--- config.mk ---
export PLATFORM = sky130hd
export DESIGN_NAME = qbp_ports
export DESIGN_NICKNAME = d
export VERILOG_FILES = /design/src/hw/qbp_pkg.sv /design/src/hw/qbp_sync.sv /design/src/hw/qbp_qport.sv /design/src/hw/qbp_ports.sv
export SDC_FILE = /design/constraint.sdc
export NUM_CORES = 1
export LEC_CHECK = 0
export BUFFER_PORTS_ARGS = -buffer_cell sky130_fd_sc_hd__clkbuf_2
export CORE_MARGIN = 2
export CORE_UTILIZATION = 59
export DETAILED_ROUTE_END_ITERATION = 10
export HOLD_SLACK_MARGIN = 0.15
export PLACE_DENSITY = 0.85
export SYNTH_ARGS = -nofsm -noshare
export SYNTH_HDL_FRONTEND = slang
export SYNTH_SLANG_ARGS = --single-unit
--- constraint.sdc ---
create_clock -name REF_CLK -period 3.6 [get_ports REF_CLK]
set_input_delay 0.72 -clock REF_CLK [delete_from_list [all_inputs] [get_ports REF_CLK]]
set_output_delay 0.72 -clock REF_CLK [all_outputs]
set_load 0.01 [all_outputs]
--- src/hw/qbp_pkg.sv ---
// Purpose: shared constants and carriers for the port pin block
// Assumes: 100 MHz core clock
// Notes:   transition driver length is a cycle count
package qbp_pkg;

    // ------------------------------------------------------------
    // constants
    // ------------------------------------------------------------
    localparam int unsigned PORT_W        = 8;
    localparam logic [7:0]  PORT_RST      = 8'hff;
    localparam int unsigned REF_CLK_NS    = 10;
    localparam int unsigned KICK_NS       = 20;
    localparam int unsigned KICK_CYC      = (KICK_NS + REF_CLK_NS - 1) / REF_CLK_NS;
    localparam int unsigned SYNC_STAGES   = 2;

    // port 1 alternate bit positions
    localparam int unsigned P1_T2         = 0;
    localparam int unsigned P1_TIMER_TWO_CAPTURE_TRIGGER       = 1;
    localparam int unsigned P1_SIN        = 2;
    localparam int unsigned P1_SOUT       = 3;
    localparam int unsigned P1_IRQ2       = 4;
    localparam int unsigned P1_IRQ3       = 5;
    localparam int unsigned P1_IRQ4       = 6;
    localparam int unsigned P1_IRQ5       = 7;
    // port 3 alternate bit positions
    localparam int unsigned P3_SIN0       = 0;
    localparam int unsigned P3_SOUT0      = 1;
    localparam int unsigned P3_IRQ0       = 2;
    localparam int unsigned P3_IRQ1       = 3;
    localparam int unsigned P3_T0         = 4;
    localparam int unsigned P3_T1         = 5;
    localparam int unsigned P3_WRS        = 6;
    localparam int unsigned P3_RDS        = 7;

    // ------------------------------------------------------------
    // carriers
    // ------------------------------------------------------------
    typedef struct packed {
        logic       req;      // access in progress
        logic       ale;      // address latch strobe level
        logic       wr;       // data phase drives port 0
        logic       via_ri;   // 8-bit pointer move
        logic [15:0] addr;
        logic [7:0] wdata;
    } qbp_bus_t;

    typedef struct packed {
        logic [7:0] pull_dn;  // strong pulldown enables
        logic [7:0] kick_hi;  // strong high driver enables
    } qbp_drv_t;

endpackage : qbp_pkg

--- src/hw/qbp_sync.sv ---
// Purpose: two-stage synchroniser for a vector of pin levels
// Assumes: pins asynchronous to REF_CLK
// Notes:   first stage read only by the second
`timescale 1ns/10ps
`default_nettype none
module qbp_sync #(
    parameter int unsigned W = 8
) (
    input  wire logic          clk,
    input  wire logic          rst_b,
    input  wire logic [W-1:0]  d,
    output logic      [W-1:0]  q
);
    logic [W-1:0] s1_q;
    logic [W-1:0] s2_q;
    logic [W-1:0] s1_d;
    logic [W-1:0] s2_d;

    always_comb begin
        s1_d = d;
        s2_d = s1_q;
    end

    // reset to one matches the weak-pullup idle level
    always_ff @(posedge clk or negedge rst_b) begin
        if (!rst_b) begin
            s1_q <= '1;
            s2_q <= '1;
        end else begin
            s1_q <= s1_d;
            s2_q <= s2_d;
        end
    end

    assign q = s2_q;
endmodule : qbp_sync
`default_nettype wire

--- src/hw/qbp_qport.sv ---
// Purpose: one quasi-bidirectional 8-bit port driver
// Assumes: latch written by core, one write per cycle at most
// Notes:   transition driver length set by KICK parameter
`timescale 1ns/10ps
`default_nettype none
module qbp_qport
    import qbp_pkg::*;
#(
    parameter int unsigned KICK = KICK_CYC
) (
    input  wire logic          clk,
    input  wire logic          rst_b,
    input  wire logic [7:0]    latch,
    output qbp_pkg::qbp_drv_t  drv
);
    import qbp_pkg::*;

    logic [7:0] prev_q;
    logic [7:0] prev_d;
    logic [7:0] pd_q;
    logic [7:0] pd_d;
    logic [7:0] kh_q;
    logic [7:0] kh_d;
    logic [3:0] cnt_q [8];
    logic [3:0] cnt_d [8];

    genvar g;
    generate
        for (g = 0; g < 8; g++) begin : g_bit
            always_comb begin
                cnt_d[g] = cnt_q[g];
                kh_d[g]  = kh_q[g];
                pd_d[g]  = ~latch[g];
                if (latch[g] && !prev_q[g]) begin
                    kh_d[g]  = 1'b1;
                    cnt_d[g] = 4'(KICK - 1);
                end else if (kh_q[g]) begin
                    if (cnt_q[g] == 4'h0) begin
                        kh_d[g] = 1'b0;
                    end else begin
                        cnt_d[g] = cnt_q[g] - 4'h1;
                    end
                end
                if (!latch[g]) begin
                    kh_d[g] = 1'b0;
                end
            end

            always_ff @(posedge clk or negedge rst_b) begin
                if (!rst_b) begin
                    cnt_q[g] <= 4'h0;
                end else begin
                    cnt_q[g] <= cnt_d[g];
                end
            end
        end
    endgenerate

    always_comb begin
        prev_d = latch;
    end

    always_ff @(posedge clk or negedge rst_b) begin
        if (!rst_b) begin
            prev_q <= PORT_RST;
            pd_q   <= 8'h00;
            kh_q   <= 8'h00;
        end else begin
            prev_q <= prev_d;
            pd_q   <= pd_d;
            kh_q   <= kh_d;
        end
    end

    assign drv.pull_dn = pd_q;
    assign drv.kick_hi = kh_q;
endmodule : qbp_qport
`default_nettype wire

--- src/hw/qbp_ports.sv ---
// Purpose: port 0/1/2/3 pin logic of the bus-capable controller
// Assumes: core presents bus phases; pins resolved outside
// Notes:   weak pullup is implied when no strong enable is on
`timescale 1ns/10ps
`default_nettype none

// Function
// - muxed mode: address while strobe high, then data
// - demuxed mode: port 0 carries data only
// - port 0 high after reset, bus-owned
// - split select high: port 1 gives address
// - relocate bit moves serial one to port 5
// - ports 1,3 reset high by weak pullup
// - a one-written pin reads external level
// - written zero enables strong pulldown until one
// - zero-to-one gives brief strong high drive
// - port 2 carries high address each access
// - port 2 register reaches pins only on pointer moves
// - pointer moves use port 2 register high byte
// - port 1 bits 0-3 timer two and serial
// - port 1 bits 4-7 edge interrupts two-five
// - port 3 bits 0-4 serial, irq, timer
// - port 3 bit 5 timer/clock, bit 6 write
// - port 3 bit 7 read strobe
module qbp_ports
    import qbp_pkg::*;
#(
    parameter int unsigned KICK = KICK_CYC
) (
    input  wire logic          REF_CLK,
    input  wire logic          RST_B,
    input  wire logic          BUS_SPLIT_SELECT,
    input  wire logic          SERIAL_ONE_RELOCATE,
    input  wire qbp_pkg::qbp_bus_t BUS,
    input  wire logic [7:0]    P1_LATCH,
    input  wire logic [7:0]    P2_LATCH,
    input  wire logic [7:0]    P3_LATCH,
    input  wire logic          SERIAL_ZERO_OUT,
    input  wire logic          SERIAL_ONE_OUT,
    input  wire logic          TIMER_ONE_CLOCK_OUT,
    input  wire logic          CLOCK_OUT_EN,
    input  wire logic          WR_STROBE_B,
    input  wire logic          RD_STROBE_B,
    input  wire logic [7:0]    SHARED_ADDR_DATA_BUS_IN,
    input  wire logic [7:0]    P1_IN,
    input  wire logic [7:0]    P3_IN,
    output logic      [7:0]    SHARED_ADDR_DATA_BUS_OUT,
    output logic      [7:0]    SHARED_ADDR_DATA_BUS_OE,
    output logic      [7:0]    P0_READ,
    output logic      [7:0]    P2_OUT,
    output logic      [7:0]    P1_PULL_DN,
    output logic      [7:0]    P1_KICK_HI,
    output logic      [7:0]    P1_READ,
    output logic      [7:0]    P3_PULL_DN,
    output logic      [7:0]    P3_KICK_HI,
    output logic      [7:0]    P3_READ,
    output logic               P5_SERIAL_ONE_OUT,
    output logic               SERIAL_ONE_ROUTED_OUT,
    output logic               TIMER_TWO_PIN,
    output logic               TIMER_TWO_CAPTURE_TRIGGER,
    output logic               EXT_IRQ_TWO_RISE,
    output logic               EXT_IRQ_THREE_FALL,
    output logic               EXT_IRQ_FOUR_RISE,
    output logic               EXT_IRQ_FIVE_FALL,
    output logic               EXT_IRQ_ZERO,
    output logic               EXT_IRQ_ONE,
    output logic               TIMER_ZERO_INPUT,
    output logic               TIMER_ONE_INPUT
);
    import qbp_pkg::*;

    // ------------------------------------------------------------
    // synchronised pin levels
    // ------------------------------------------------------------
    logic [7:0] p0_s;
    logic [7:0] p1_s;
    logic [7:0] p3_s;

    qbp_sync #(.W(PORT_W)) u_s0 (.clk(REF_CLK), .rst_b(RST_B),
        .d(SHARED_ADDR_DATA_BUS_IN), .q(p0_s));
    qbp_sync #(.W(PORT_W)) u_s1 (.clk(REF_CLK), .rst_b(RST_B),
        .d(P1_IN), .q(p1_s));
    qbp_sync #(.W(PORT_W)) u_s3 (.clk(REF_CLK), .rst_b(RST_B),
        .d(P3_IN), .q(p3_s));

    // ------------------------------------------------------------
    // effective latches with alternate outputs folded in
    // ------------------------------------------------------------
    // an alternate output only pulls low; a zero latch still wins, except when the split-mode bus address replaces port 1
    logic [7:0] p1_eff;
    logic [7:0] p3_eff;
    logic       s1_on_p1;

    function automatic logic [7:0] fold(input logic [7:0] l, input int unsigned b, input logic v);
        logic [7:0] r;
        r    = l;
        r[b] = l[b] & v;
        return r;
    endfunction : fold

    always_comb begin
        s1_on_p1 = ~SERIAL_ONE_RELOCATE;
        p1_eff   = fold(P1_LATCH, P1_SOUT, s1_on_p1 ? SERIAL_ONE_OUT : 1'b1);
        if (BUS_SPLIT_SELECT && BUS.req) begin
            p1_eff = BUS.addr[7:0];
        end
        p3_eff = fold(P3_LATCH, P3_SOUT0, SERIAL_ZERO_OUT);
        p3_eff = fold(p3_eff, P3_T1, CLOCK_OUT_EN ? TIMER_ONE_CLOCK_OUT : 1'b1);
        p3_eff = fold(p3_eff, P3_WRS, WR_STROBE_B);
        p3_eff = fold(p3_eff, P3_RDS, RD_STROBE_B);
    end

    qbp_drv_t d1;
    qbp_drv_t d3;

    qbp_qport #(.KICK(KICK)) u_q1 (.clk(REF_CLK), .rst_b(RST_B), .latch(p1_eff), .drv(d1));
    qbp_qport #(.KICK(KICK)) u_q3 (.clk(REF_CLK), .rst_b(RST_B), .latch(p3_eff), .drv(d3));

    // ------------------------------------------------------------
    // port 0 / port 2 bus drive
    // ------------------------------------------------------------
    logic [7:0] p0o_d;
    logic [7:0] p0o_q;
    logic [7:0] p0e_d;
    logic [7:0] p0e_q;
    logic [7:0] p2_d;
    logic [7:0] p2_q;

    always_comb begin
        // idle drives high: no external pullups required
        p0o_d = 8'hff;
        p0e_d = 8'hff;
        p2_d  = p2_q;
        if (BUS.req) begin
            // pointer moves take the high byte from the port 2 latch
            p2_d = BUS.via_ri ? P2_LATCH : BUS.addr[15:8];
            if (!BUS_SPLIT_SELECT && BUS.ale) begin
                p0o_d = BUS.addr[7:0];
                p0e_d = 8'hff;
            end else if (BUS.wr) begin
                p0o_d = BUS.wdata;
                p0e_d = 8'hff;
            end else begin
                p0o_d = 8'hff;
                p0e_d = 8'h00;
            end
        end
    end

    // ------------------------------------------------------------
    // registered outputs
    // ------------------------------------------------------------
    logic [7:0] rd0_d;
    logic [7:0] rd1_d;
    logic [7:0] rd3_d;
    logic [7:0] rd0_q;
    logic [7:0] rd1_q;
    logic [7:0] rd3_q;
    logic [7:0] p1d_q;
    logic [7:0] p1k_q;
    logic [7:0] p3d_q;
    logic [7:0] p3k_q;
    logic [1:0] ser_d;
    logic [1:0] ser_q;

    always_comb begin
        rd0_d = p0_s;
        rd1_d = p1_s;
        rd3_d = p3_s;
        ser_d[0] = SERIAL_ONE_RELOCATE ? SERIAL_ONE_OUT : 1'b1;
        ser_d[1] = SERIAL_ONE_OUT;
    end

    always_ff @(posedge REF_CLK or negedge RST_B) begin
        if (!RST_B) begin
            p0o_q <= 8'hff;
            p0e_q <= 8'hff;
            p2_q  <= 8'hff;
            rd0_q <= 8'hff;
            rd1_q <= PORT_RST;
            rd3_q <= PORT_RST;
            p1d_q <= 8'h00;
            p1k_q <= 8'h00;
            p3d_q <= 8'h00;
            p3k_q <= 8'h00;
            ser_q <= 2'h3;
        end else begin
            p0o_q <= p0o_d;
            p0e_q <= p0e_d;
            p2_q  <= p2_d;
            rd0_q <= rd0_d;
            rd1_q <= rd1_d;
            rd3_q <= rd3_d;
            p1d_q <= d1.pull_dn;
            p1k_q <= d1.kick_hi;
            p3d_q <= d3.pull_dn;
            p3k_q <= d3.kick_hi;
            ser_q <= ser_d;
        end
    end

    assign SHARED_ADDR_DATA_BUS_OUT = p0o_q;
    assign SHARED_ADDR_DATA_BUS_OE  = p0e_q;
    assign P0_READ     = rd0_q;
    assign P2_OUT      = p2_q;
    assign P1_PULL_DN  = p1d_q;
    assign P1_KICK_HI  = p1k_q;
    assign P3_PULL_DN  = p3d_q;
    assign P3_KICK_HI  = p3k_q;
    assign P1_READ     = rd1_q;
    assign P3_READ     = rd3_q;
    assign P5_SERIAL_ONE_OUT      = ser_q[0];
    assign SERIAL_ONE_ROUTED_OUT  = ser_q[1];

    // alternate inputs straight from registered read levels
    assign TIMER_TWO_PIN             = rd1_q[P1_T2];
    assign TIMER_TWO_CAPTURE_TRIGGER = rd1_q[P1_TIMER_TWO_CAPTURE_TRIGGER];
    assign EXT_IRQ_TWO_RISE          = rd1_q[P1_IRQ2];
    assign EXT_IRQ_THREE_FALL        = rd1_q[P1_IRQ3];
    assign EXT_IRQ_FOUR_RISE         = rd1_q[P1_IRQ4];
    assign EXT_IRQ_FIVE_FALL         = rd1_q[P1_IRQ5];
    assign EXT_IRQ_ZERO              = rd3_q[P3_IRQ0];
    assign EXT_IRQ_ONE               = rd3_q[P3_IRQ1];
    assign TIMER_ZERO_INPUT          = rd3_q[P3_T0];
    assign TIMER_ONE_INPUT           = rd3_q[P3_T1];
endmodule : qbp_ports
`default_nettype wire

; Word-level counts from Yosys, hierarchy flattened
; Cells that the tools add are included.
[op_classes]
n_reduce_logical = 83
n_addsub = 16
bitwise = 21
eq_ne = 16
n_mux = 123
[ops]
columns = cell, count
row1 = 2-to-1 mux 4 bit, 48
row2 = 2-to-1 mux 1 bit, 67
row3 = logical NOT 4 bit, 16
row4 = 2-to-1 mux 8 bit, 8
row5 = subtractor 4 x 1 -> 4 bit (second input constant), 16
row6 = != test 2 x 1 -> 1 bit (second input constant), 16
row7 = AND reduction 2 bit, 16
row8 = nonzero test 2 bit, 16
row9 = logical AND 1 bit, 18
row10 = logical NOT 1 bit, 17
row11 = NOT 1 bit, 16
row12 = bitwise AND 1 bit, 5
[word_totals]
elab_cells = 298
in_bits = 86
out_inout_bits = 92
register_bits = 242

; Depth between registers and ports, before layout
; Gate-level depths: netlist (run 1).
[depth]
depth_word = 6
depth_mapped = 5
ltp_nobuf = 5

; By module
; From an unflattened synthesis (run 1), not the netlist that was laid out.
[hier_totals]
hier_cells = 678
hier_area_um2 = 8779.7
[modules_own_cells]
columns = mod, instances, area_each_um2, seq_area_each_um2, cells_each
row1 = qbp_qport, 2, 2487.4, 1411.4, 232
row2 = qbp_ports, 1, 2543.7, 1930.6, 166
row3 = qbp_sync, 3, 420.4, 420.4, 16

; Worst setup path after synthesis (run 1)
; Ideal clock, no wire load.
[synth_path]
path_kind = input-to-reg
from = in BUS_SPLIT_SELECT
to = reg u_q1.cnt_q[0] (netlist name)
path_buffers = 2
path_stages = 5
required_time_ns = 3.469
arrival_ns = 1.566
setup_ns = 0.131
path_slack_ns = 1.902
cell_sequence = clkbuf_1 -> buf_2 -> nand3_1 -> a21oi_1 -> or3_1
[synth_via]
elab_chain_cells = 5
word_cells_on_any_way = 7
cone_classes = eq/ne (1) / mux (2) / reduce/logical (4)
[synth_lines]
columns = item, line_no
row1 = from (decl), qbp_ports.sv:32  ; input wire logic BUS_SPLIT_SELECT,
row2 = logical AND 1 bit *, qbp_ports.sv:104  ; if (BUS_SPLIT_SELECT && BUS.req) begin
row3 = 2-to-1 mux 8 bit *, qbp_ports.sv:104
row4 = logical AND 1 bit *, qbp_qport.sv:34  ; if (latch[g] && !prev_q[g]) begin
row5 = != test 2 x 1 -> 1 bit (no line) / nonzero test 2 bit (equally long branches), n/a
row6 = AND reduction 2 bit (no line), n/a
row7 = "to (signal, indexed assignment)", qbp_qport.sv:53  ; cnt_q[g] <= cnt_d[g];
row8 = to (decl), qbp_qport.sv:24  ; logic [3:0] cnt_q [8];
; Mark *: on every way between the ends. The rest lies on a longest branch, timed or not.
; A chain may end at the register's enable or synchronous reset.

==> results of run 1 <==
==> cell usage after synthesis, types with 2 or more instances <==
| cell type | count | area [um2] |
|---|---|---|
| or3_1 | 25 | 156 |
| o211ai_1 | 15 | 113 |
| nor2_1 | 31 | 116 |
| and3_2 | 4 | 30.0 |
| nor3_1 | 11 | 55.1 |
| o21ai_0 | 20 | 100 |
| nand2_1 | 42 | 158 |
| o21ai_1 | 7 | 35.0 |
| and2_1 | 8 | 50.1 |
| a21oi_1 | 74 | 370 |
| and3_1 | 2 | 12.5 |
| a311oi_1 | 5 | 43.8 |
| ha_1 | 16 | 200 |
| or3b_1 | 19 | 166 |
| a21bo_2 | 5 | 50.1 |
| o31ai_1 | 7 | 52.6 |
| nand4b_1 | 7 | 61.3 |
| or4b_1 | 9 | 90.1 |
| nor3b_1 | 18 | 135 |
| xor2_1 | 8 | 70.1 |
| nand3_1 | 7 | 35.0 |
| clkbuf_1 | 5 | 18.8 |
| a21oi_2 | 4 | 35.0 |
| dfstp_2 | 107 | 2810 |
| a21bo_1 | 2 | 20.0 |
| mux2i_1 | 8 | 80.1 |
| inv_1 | 61 | 229 |
| nor2b_1 | 3 | 18.8 |
| dfrtp_1 | 128 | 3200 |
| buf_4 | 17 | 128 |
| buf_2 | 3 | 15.0 |
| nand2b_1 | 14 | 87.6 |
| o22ai_1 | 6 | 37.5 |
| nand3b_1 | 4 | 30.0 |
==> per-stage QoR <==
| stage | area [um2] | cells | total power, mW | setup WS, ns | hold WS [ns] |
|---|---|---|---|---|---|
| 2_1_floorplan | 8870 | 710 | 4.28 | 1.90 | 0.331 |
| 3_3_place_gp | 9880 | 1047 | 4.63 | 1.46 | 0.331 |
| 3_5_place_dp | 9880 | 1047 | 4.72 | 1.40 | 0.335 |
| 4_1_cts | 10700 | 1088 | 7.30 | 1.62 | 0.262 |
| 5_1_grt | 10700 | 1088 | 7.65 | 1.60 | 0.283 |
| 6_report | 10700 | 1088 | 7.23 | 1.65 | 0.229 |
==> per-layer routing <==
metal | share of wire | routed length, um | global-route usage
met1 | 0.42 | 6840 | 0.276
met2 | 0.52 | 8440 | 0.360
met4 | 0.026 | 425 | 0.0621
met5 | 0 | 0 | 0
met3 | 0.041 | 669 | 0.0354
==> power by group through the flow <==
stage               sequential [mW]  combinational, mW  clock (mW)
finish                         3.40               1.29        2.54
global route                   3.46               1.50        2.70
CTS                            3.40               1.31        2.59
detailed placement             3.43               1.30           0
global placement               3.41               1.22           0
floorplan                      3.38              0.901           0
==> area by class of cell <==
| class | count | share of cell area |
|---|---|---|
| clock buffers | 28 | 0.0634 |
| clock inverters | 13 | 0.0138 |
| inverters | 62 | 0.0217 |
| multi-input cells | 387 | 0.230 |
| flip-flops and latches | 235 | 0.562 |
| well taps | 184 | 0.0215 |
| repair buffers | 179 | 0.0875 |
==> worst max-delay path by stage <==
stage                                                    start                          to  slack, ns  depth (start not counted)
final                     SHARED_ADDR_DATA_BUS_OE[6]$_DFF_PN1_  SHARED_ADDR_DATA_BUS_OE[2]       1.65                          1
after global routing      SHARED_ADDR_DATA_BUS_OE[6]$_DFF_PN1_  SHARED_ADDR_DATA_BUS_OE[3]       1.60                          1
after CTS                 SHARED_ADDR_DATA_BUS_OE[6]$_DFF_PN1_  SHARED_ADDR_DATA_BUS_OE[7]       1.62                          1
after detailed placement                               BUS[27]   u_q1.cnt_q[8]$_DFFE_PN0P_       1.40                          4
after global placement                                 BUS[27]   u_q1.cnt_q[8]$_DFFE_PN0P_       1.46                          4
after floorplan                               BUS_SPLIT_SELECT   u_q1.cnt_q[0]$_DFFE_PN0P_       1.90                          5
==> cell families after synthesis <==
family                   synth area share
multiplexers                       0.0103
flip-flops                          0.678
AND/OR/NAND/NOR                     0.136
buffers and inverters              0.0448
adder cells (fa/ha/maj)            0.0226
XOR/XNOR                          0.00790
AO/OA/AOI/OAI                       0.100
==> metrics.cfg, run 1 <==
[sta]
rsz0062_at_grt = false
tns_ns = 0
fin_crit_ns = 1.95
slew_headroom = 0.499
max_freq_mhz = 512
worstMarginPinSlew_ns = 0.751
finalSetupViolCount = 0
finalMaxSlewViolations = 0
hold_viol = 0
fin_crit_sh = 0.543
clock_skew_ns = 0.00725

[synth]
syn-mean-instance-area_um2 = 12.5
ys.flop_type = dfrtp_1
ys_warn_count = 0
synthDistinctLibCells = 42
ys_ff_latch = 235
netlist_area_um2 = 8870
postSynthCellCount = 710
syn-num-nets = 812
synth-edff-count = 0
yosysSeqAreaShare = 0.678
async_reset_ff_frac = 1.00

[final_layout]
drive_above_1_share = 0.379
seqCellArea_um2 = 6010
area_growth_pct = 20.6
nets = 990
final_core_util = 0.734
multiInputGateArea_um2 = 2460
final_cell_mix = clkbuf_2 (176), dfrtp_1 (128), dfstp_2 (107), a21oi_1 (74), inv_1 (61)
diodes = 0
largestRegisters = u_q1.cnt_q (32), u_q3.cnt_q (32)
fillers = 988
final_common_cell = clkbuf_2

[setup_path]
path_class = reg2out
r2r_cells = 5
crit_slowest_cell = dfstp_2
end_kind = output port
timing.rr.end = u_q1.cnt_q[12]$_DFFE_PN0P_
reg2reg_slack_ns = 1.94
worst-path-buf-inv = 1
critical_path.top_delay_family = flip-flops
startpoint_type = flip-flop
r2r-start = u_q1.cnt_q[12]$_DFFE_PN0P_
arrival_ns = 1.23
critPathMaxStageDelay_ns = 0.59
crit_path_max_fanout = 8
worstPathCellList = clkbuf_2
worstPathRequired_ns = 2.88

[cts]
cts_buffer_depth = 3
cts.clk_slew.worst_paths_ns = 0.06
cts_tree = yes
clock_latency_ns = 0.49
cts_sinks = 235
ctsHoldBuffers = 0
numCtsBuffers = 23
cts-root-buf = clkbuf_16
ctsResizeCount = 0
post-cts-setup-buffer-count = 0
htree_levels = 1

[detailed_routing]
totalWireLength_um = 16400
via_per_inst = 5.41
antenna_left = 0
drt_iter0_drc = 306
wl_per_cell_um = 15.1
vias = 5884
drt-pass1-iter-count = 4
drc = 0

[power_and_ir_drop]
pwr-share-comb = 0.179
power_density_nw_per_um2 = 676
sw_frac_of_total = 0.277
p_leak_nw = 5.01
switchingPower_mw = 2.00
p_int_mw = 5.23
p_clk_frac = 0.351
vdd_drop_max_mv = 0.546
p_seq_frac = 0.470

[worst_hold_path]
hp-class = in2async

[placed_design]
port_buffers = 177
post-dp-hpwl_um = 11300
routabilityCongestion = 0.791

[grt]
grt_pass1_wl_um = 27600
grt_antenna_before_repair = 0
grt_usage = 0.209
grt_pass1_vias = 5842
grt_max_degree = 95
gr-total-overflow = 0

[floorplan]
die-area_um2 = 16000
coreArea_um2 = 14600
placementRows = 44
fp.dieW_um = 127
io_pins = 178
initial_core_util = 0.608
die_h_um = 127

[run_status]
status = finished clean

[run]
cap_violations = 0

Note: power is estimated with default switching activity, not from simulation.
==> inputs of run 2 (changes only) <==
Settings changed: CORE_UTILIZATION 59 to 55, PLACE_DENSITY 0.85 to 0.8.
Clock period 3.6 ns to 1.8 ns, I/O delays scaled along.
==> run 2 against run 1 <==
Cell count up 9.7%. Combinational power up 110%. Flip-flop and latch count unchanged. Utilization down 0.64 points. Via count up 4.4%. Sequential share of layout area down 3.9 points. Hold slack worse by 0.060 ns. Largest cell class unchanged. Largest power group unchanged.
==> metrics.cfg, run 2 (same netlist as run 1, synthesis figures left out) <==
[run_status]
status = finished clean

[sta]
hold_viol = 0  ; unchanged
rsz0062_at_grt = false
max_freq_mhz = 586
tns_ns = 0  ; unchanged
finalMaxSlewViolations = 0  ; unchanged
slew_headroom = 0.580  ; +0.0805
clock_skew_ns = 0.0213  ; +0.0141 ns
fin_crit_ns = 1.71
whs_ns = 0.169  ; -0.0598 ns
worstMarginPinSlew_ns = 0.629  ; -0.122 ns
fin_crit_sh = 0.948
finalSetupViolCount = 0  ; unchanged

[grt]
grt_max_degree = 57  ; -40%
gr-total-overflow = 0  ; unchanged
grt_pass1_wl_um = 28900  ; +4.8%
grt_antenna_before_repair = 0  ; unchanged
grt_usage = 0.212  ; +0.00246
grt_pass1_vias = 6259  ; +7.1%

[power_and_ir_drop]
pwr-share-comb = 0.183  ; +0.004
p_clk_frac = 0.361  ; +0.010
vdd_drop_max_mv = 0.834  ; +53%
switchingPower_mw = 4.07  ; +100%
p_leak_nw = 5.32  ; +6.1%
p_seq_frac = 0.457  ; -0.013
p_int_mw = 10.8  ; +110%
sw_frac_of_total = 0.274  ; -0.00303
power_density_nw_per_um2 = 1290  ; +91%

[cts]
cts_sinks = 235  ; unchanged
cts_tree = yes
ctsResizeCount = 0  ; unchanged
cts.clk_slew.worst_paths_ns = 0.07  ; about the same
cts-root-buf = clkbuf_16
htree_levels = 1  ; unchanged
cts_buffer_depth = 3  ; unchanged
clock_latency_ns = 0.52  ; +0.03 ns
numCtsBuffers = 23  ; unchanged

[final_layout]
drive_above_1_share = 0.356  ; -0.0236
final_cell_mix = clkbuf_2 (176), dfrtp_1 (128), dfstp_2 (107), a21oi_1 (74), dlygate4sd3_1 (65)
final_common_cell = clkbuf_2
area_growth_pct = 29.7
final_core_util = 0.727  ; -0.00642
largestRegisters = u_q1.cnt_q (32), u_q3.cnt_q (32)
nets = 1063  ; +7.4%
diodes = 0  ; unchanged
fillers = 1035  ; +4.8%

[setup_path]
arrival_ns = 2.16  ; +0.93 ns
path_class = in2reg
end_kind = flip-flop
startpoint_type = primary input
worstPathRequired_ns = 2.25  ; -0.63 ns
crit_path_max_fanout = 17  ; +9

[floorplan]
placementRows = 46  ; +4.5%
die-area_um2 = 17200  ; +7.0%
initial_core_util = 0.561  ; -0.0476
coreArea_um2 = 15800  ; +8.5%
io_pins = 178  ; unchanged
die_h_um = 131  ; +3.5%
fp.dieW_um = 131  ; +3.5%

[placed_design]
routabilityCongestion = 0.852  ; +7.7%
port_buffers = 177  ; unchanged
post-dp-hpwl_um = 11100  ; -1.8%

[detailed_routing]
wl_per_cell_um = 15.0  ; -0.62%
drc = 0  ; unchanged
vias = 6143  ; +4.4%
antenna_left = 0  ; unchanged
totalWireLength_um = 17900  ; +9.1%
drt-pass1-iter-count = 4  ; unchanged
drt_iter0_drc = 255  ; -17%
via_per_inst = 5.14  ; -4.9%

[worst_hold_path]
hp-class = in2reg

[run]
cap_violations = 0  ; unchanged

-- run 2: stage by stage --
stage / setup WS, ns / power, mW / instances / instance area (um2)
global route: 0.0716 / 15.8 / 1194 / 11500
detailed placement: 0.213 / 9.43 / 1087 / 9990
CTS: 0.177 / 15.0 / 1194 / 11500
finish: 0.0937 / 14.9 / 1194 / 11500
floorplan: 0.342 / 8.57 / 710 / 8870
global placement: 0.233 / 9.28 / 1087 / 9990
-- run 2: cell type report --
cell class	instances	area (um2)	share of cell area
sequential	235	6010	0.523
multi-input combinational	387	2460	0.214
clock inverter	10	199	0.0173
tap	216	270	0.0235
timing repair buffer	252	1660	0.144
clock buffer	32	671	0.0583
inverter	62	233	0.0202
-- run 2: routing by layer --
layer / part of all wire / up-vias / wire length (um) / track usage
met5: 0 / - / 0 / 0
met4: 0.026 / 0 / 461 / 0.0651
met3: 0.053 / 38 / 940 / 0.0330
met2: 0.50 / 165 / 8950 / 0.379
met1: 0.42 / 2998 / 7520 / 0.266
li1: - / 2942 / - / -
-- run 2: path summary, 6_finish.rpt --
kind,from,endpoint,slack [ns],cells past startpoint
max reg2reg,u_q3.cnt_q[8]$_DFFE_PN0P_,u_q3.cnt_q[11]$_DFFE_PN0P_,0.23,5
min reg2reg,u_s1.q[6]$_DFF_PN1_,P1_READ[6]$_DFF_PN1_,0.34,0
max in group asynchronous,RST_B,u_q1.prev_q[5]$_DFF_PN1_,0.75,3
min in group asynchronous,RST_B,u_q1.cnt_q[6]$_DFFE_PN0P_,0.37,2
max,BUS_SPLIT_SELECT,SHARED_ADDR_DATA_BUS_OUT[4]$_DFF_PN1_,0.09,5
min,BUS[11],SHARED_ADDR_DATA_BUS_OUT[3]$_DFF_PN1_,0.17,3
-- run 2: power by group through the flow --
stage / clock (mW) / sequential, mW / combinational [mW]
floorplan: 0 / 6.76 / 1.80
global placement: 0 / 6.81 / 2.47
detailed placement: 0 / 6.85 / 2.58
CTS: 5.48 / 6.79 / 2.72
global route: 5.71 / 6.91 / 3.13
finish: 5.36 / 6.79 / 2.72
-- run 2: critical path, cell delays in order --
cell,delay [ns]
clkbuf_2,0.26
nor2b_1,0.58
nor3b_1,0.11
o21ai_0,0.24
dlygate4sd3_1,0.61
-- run 2: repair_timing --
| item | CTS | global route |
|---|---|---|
| hold buffers | 65 | 0 |
| hold endpoints to repair | 161 | 0 |
| setup buffers | 0 | 0 |
==> inputs of run 3 (changes only) <==
Settings changed: CORE_UTILIZATION 55 to 42, PLACE_DENSITY 0.8 to not set, REMOVE_ABC_BUFFERS set to 1.
==> run 3 against run 2 <==
Clock power hardly changed. First-iteration DRC count down 21%. Non-clock buffer count grew 6. Register-to-register slack got worse by 0.04 ns. Via count is 1.7% lower. Utilization down 17 points. Combinational power shrank 1%. Cell count up 5.8%. Clock-buffer cell count up 6. Sequential power about the same. Die area up 30%. Largest cell class unchanged. Largest power group unchanged. Highest routed layer unchanged.
==> metrics.cfg, run 3 (same netlist as run 1, synthesis figures left out) <==
[detailed_routing]
dr.max_layer_used = met4
vias = 6037  ; -1.7%
met1_length_um = 7800  ; +3.7%
drt-pass1-iter-count = 5  ; +1
totalWireLength_um = 17100  ; -4.1%
antenna_left = 0  ; unchanged
wl_per_cell_um = 13.6  ; -9.4%
wl_met3_um = 898  ; -4.5%
met2_length_um = 8140  ; -9.0%
drc = 0  ; unchanged
via_per_inst = 4.78  ; -7.1%
drt_iter0_drc = 202  ; -21%

[cts]
cts.clk_slew.worst_paths_ns = 0.06  ; about the same
numCtsBuffers = 25  ; +8.7%
clock_latency_ns = 0.52  ; about the same
cts-root-buf = clkbuf_16
cts_tree = yes
post-cts-setup-buffer-count = 0  ; unchanged
cts_buffer_depth = 3  ; unchanged
htree_levels = 1  ; unchanged
ctsResizeCount = 0  ; unchanged
cts_sinks = 235  ; unchanged

[setup_path]
critical_path.top_delay_family = flip-flops
startpoint_type = flip-flop
worst-path-buf-inv = 1  ; -1
end_kind = output port
worstPathCellList = clkbuf_2
path_class = reg2out
worstPathRequired_ns = 1.44  ; -0.81 ns
critPathMaxStageDelay_ns = 0.60  ; about the same
crit_path_max_fanout = 8  ; -9
crit_slowest_cell = dfstp_2
arrival_ns = 1.27  ; -0.89 ns

[final_layout]
nets = 1071  ; +0.75%
drive_above_1_share = 0.360  ; +0.00450
area_growth_pct = 31.2
final_cell_mix = clkbuf_2 (176), dfrtp_1 (128), dfstp_2 (107), a21oi_1 (74), dlygate4sd3_1 (67)
largestRegisters = u_q1.cnt_q (32), u_q3.cnt_q (32)
final_area_um2 = 11600  ; +1.2%
final_common_cell = clkbuf_2
diodes = 0  ; unchanged

[placed_design]
routabilityCongestion = 0.797  ; -6.4%
port_buffers = 177  ; unchanged
place_area_um2 = 10100  ; +1.0%
post-dp-hpwl_um = 11600  ; +3.7%
preCtsSetupSlack_ns = 0.206  ; -0.00655 ns

[grt]
grt_max_degree = 46  ; -19%
grt_antenna_before_repair = 0  ; unchanged
grt_usage = 0.155  ; -0.0564
gr-total-overflow = 0  ; unchanged
grt_pass1_wl_um = 28400  ; -2.0%
grt_pass1_vias = 5885  ; -6.0%

[run]
cap_violations = 0  ; unchanged

[floorplan]
fp.dieW_um = 149  ; +14%
initial_core_util = 0.425  ; -0.136
coreArea_um2 = 20900  ; +32%
die_h_um = 149  ; +14%
io_pins = 178  ; unchanged
placementRows = 53  ; +15%
die-area_um2 = 22300  ; +30%

[sta]
tns_ns = 0  ; unchanged
worstMarginPinSlew_ns = 0.492  ; -0.136 ns
setup_slack_ns = 0.175  ; +0.0810 ns
slew_headroom = 0.671  ; +0.0910
clock_skew_ns = 0.0190  ; -0.00229 ns
fin_crit_sh = 0.903  ; -0.0450
max_freq_mhz = 615  ; +5.0%
finalMaxSlewViolations = 0  ; unchanged
hold_viol = 0  ; unchanged
fin_crit_ns = 1.63  ; -0.0810 ns
rsz0062_at_grt = false
finalSetupViolCount = 0  ; unchanged

[power_and_ir_drop]
switchingPower_mw = 4.02  ; -1.1%
vdd_drop_max_mv = 0.588  ; -29%
power_mw = 14.8  ; -0.54%
p_clk_frac = 0.362  ; about the same
p_int_mw = 10.8  ; -0.33%
sw_frac_of_total = 0.272  ; -0.00153
power_density_nw_per_um2 = 1270  ; -1.7%
p_seq_frac = 0.457  ; about the same
pwr-share-comb = 0.181  ; -0.002
p_leak_nw = 5.37  ; +0.99%

[worst_hold_path]
hp-class = in2reg

[run_status]
status = finished clean

run 3: cell types whose count changed in the layout (fill, tap and decap cells not counted), moves of 2 or more:
cell,change
bufinv_16,-3
clkinv_2,+3
buf_4,+4
dlygate4sd3_1,+2
clkbuf_16,+3
clkinvlp_4,-2
clkbuf_8,+3
run 3: what timing repair did:
item | CTS | global route
endpoints found under the setup margin | 0 | 0
hold buffers | 67 | 0
endpoints found under the hold margin | 218 | 0
run 3: metal layers:
metal | vias to the layer above | GRT usage
met3 | 24 | 0.0309
met2 | 151 | 0.255
met1 | 2910 | 0.214
li1 | 2952 | -
met4 | 0 | 0.0381
met5 | - | 0
run 3: path summary, 6_finish.rpt:
path	startpoint	to	slack, ns	cells past startpoint
min in group asynchronous	RST_B	P1_PULL_DN[7]$_DFF_PN0_	0.33	2
max in group asynchronous	RST_B	u_s0.s1_q[7]$_DFF_PN1_	0.81	3
setup / recovery	SHARED_ADDR_DATA_BUS_OE[6]$_DFF_PN1_	SHARED_ADDR_DATA_BUS_OE[6]	0.17	1
setup reg to reg	u_q1.cnt_q[12]$_DFFE_PN0P_	u_q1.cnt_q[12]$_DFFE_PN0P_	0.19	5
hold / removal	BUS[5]	SHARED_ADDR_DATA_BUS_OUT[5]$_DFF_PN1_	0.17	3
hold reg to reg	u_s1.s1_q[0]$_DFF_PN1_	u_s1.q[0]$_DFF_PN1_	0.34	0
run 3: worst reg2reg max path, stage by stage, from the launching register on:
cell and delay, ns:
dfrtp_1 0.39, inv_1 0.08, ha_1 0.20, nor3b_1 0.38
nor3_1 0.08, or3_1 0.36
run 3: power groups by stage:
stage                     sequential, mW  combinational (mW)  clock (mW)
after floorplan                     6.78                1.74           0
after global placement              6.82                2.53           0
after detailed placement            6.83                2.58           0
after CTS                           6.76                2.72        5.53
after global routing                6.89                3.09        5.78
final                               6.77                2.68        5.35
run 3: cell type report:
class / count / area (um2)
clock buffers: 38 / 787
clock inverters: 8 / 95.1
fillers: 1786 / 9240
inverters: 62 / 233
multi-input cells: 387 / 2460
flip-flops and latches: 235 / 6010
well taps: 275 / 344
repair buffers: 258 / 1710
run 3: metrics by stage:
stage | instances | hold slack [ns] | utilization
5_1_grt | 1263 | 0.197 | 0.557
3_3_place_gp | 1150 | 0.275 | 0.483
6_report | 1263 | 0.175 | 0.557
3_5_place_dp | 1150 | 0.275 | 0.483
2_1_floorplan | 684 | 0.0644 | -
4_1_cts | 1263 | 0.161 | 0.557
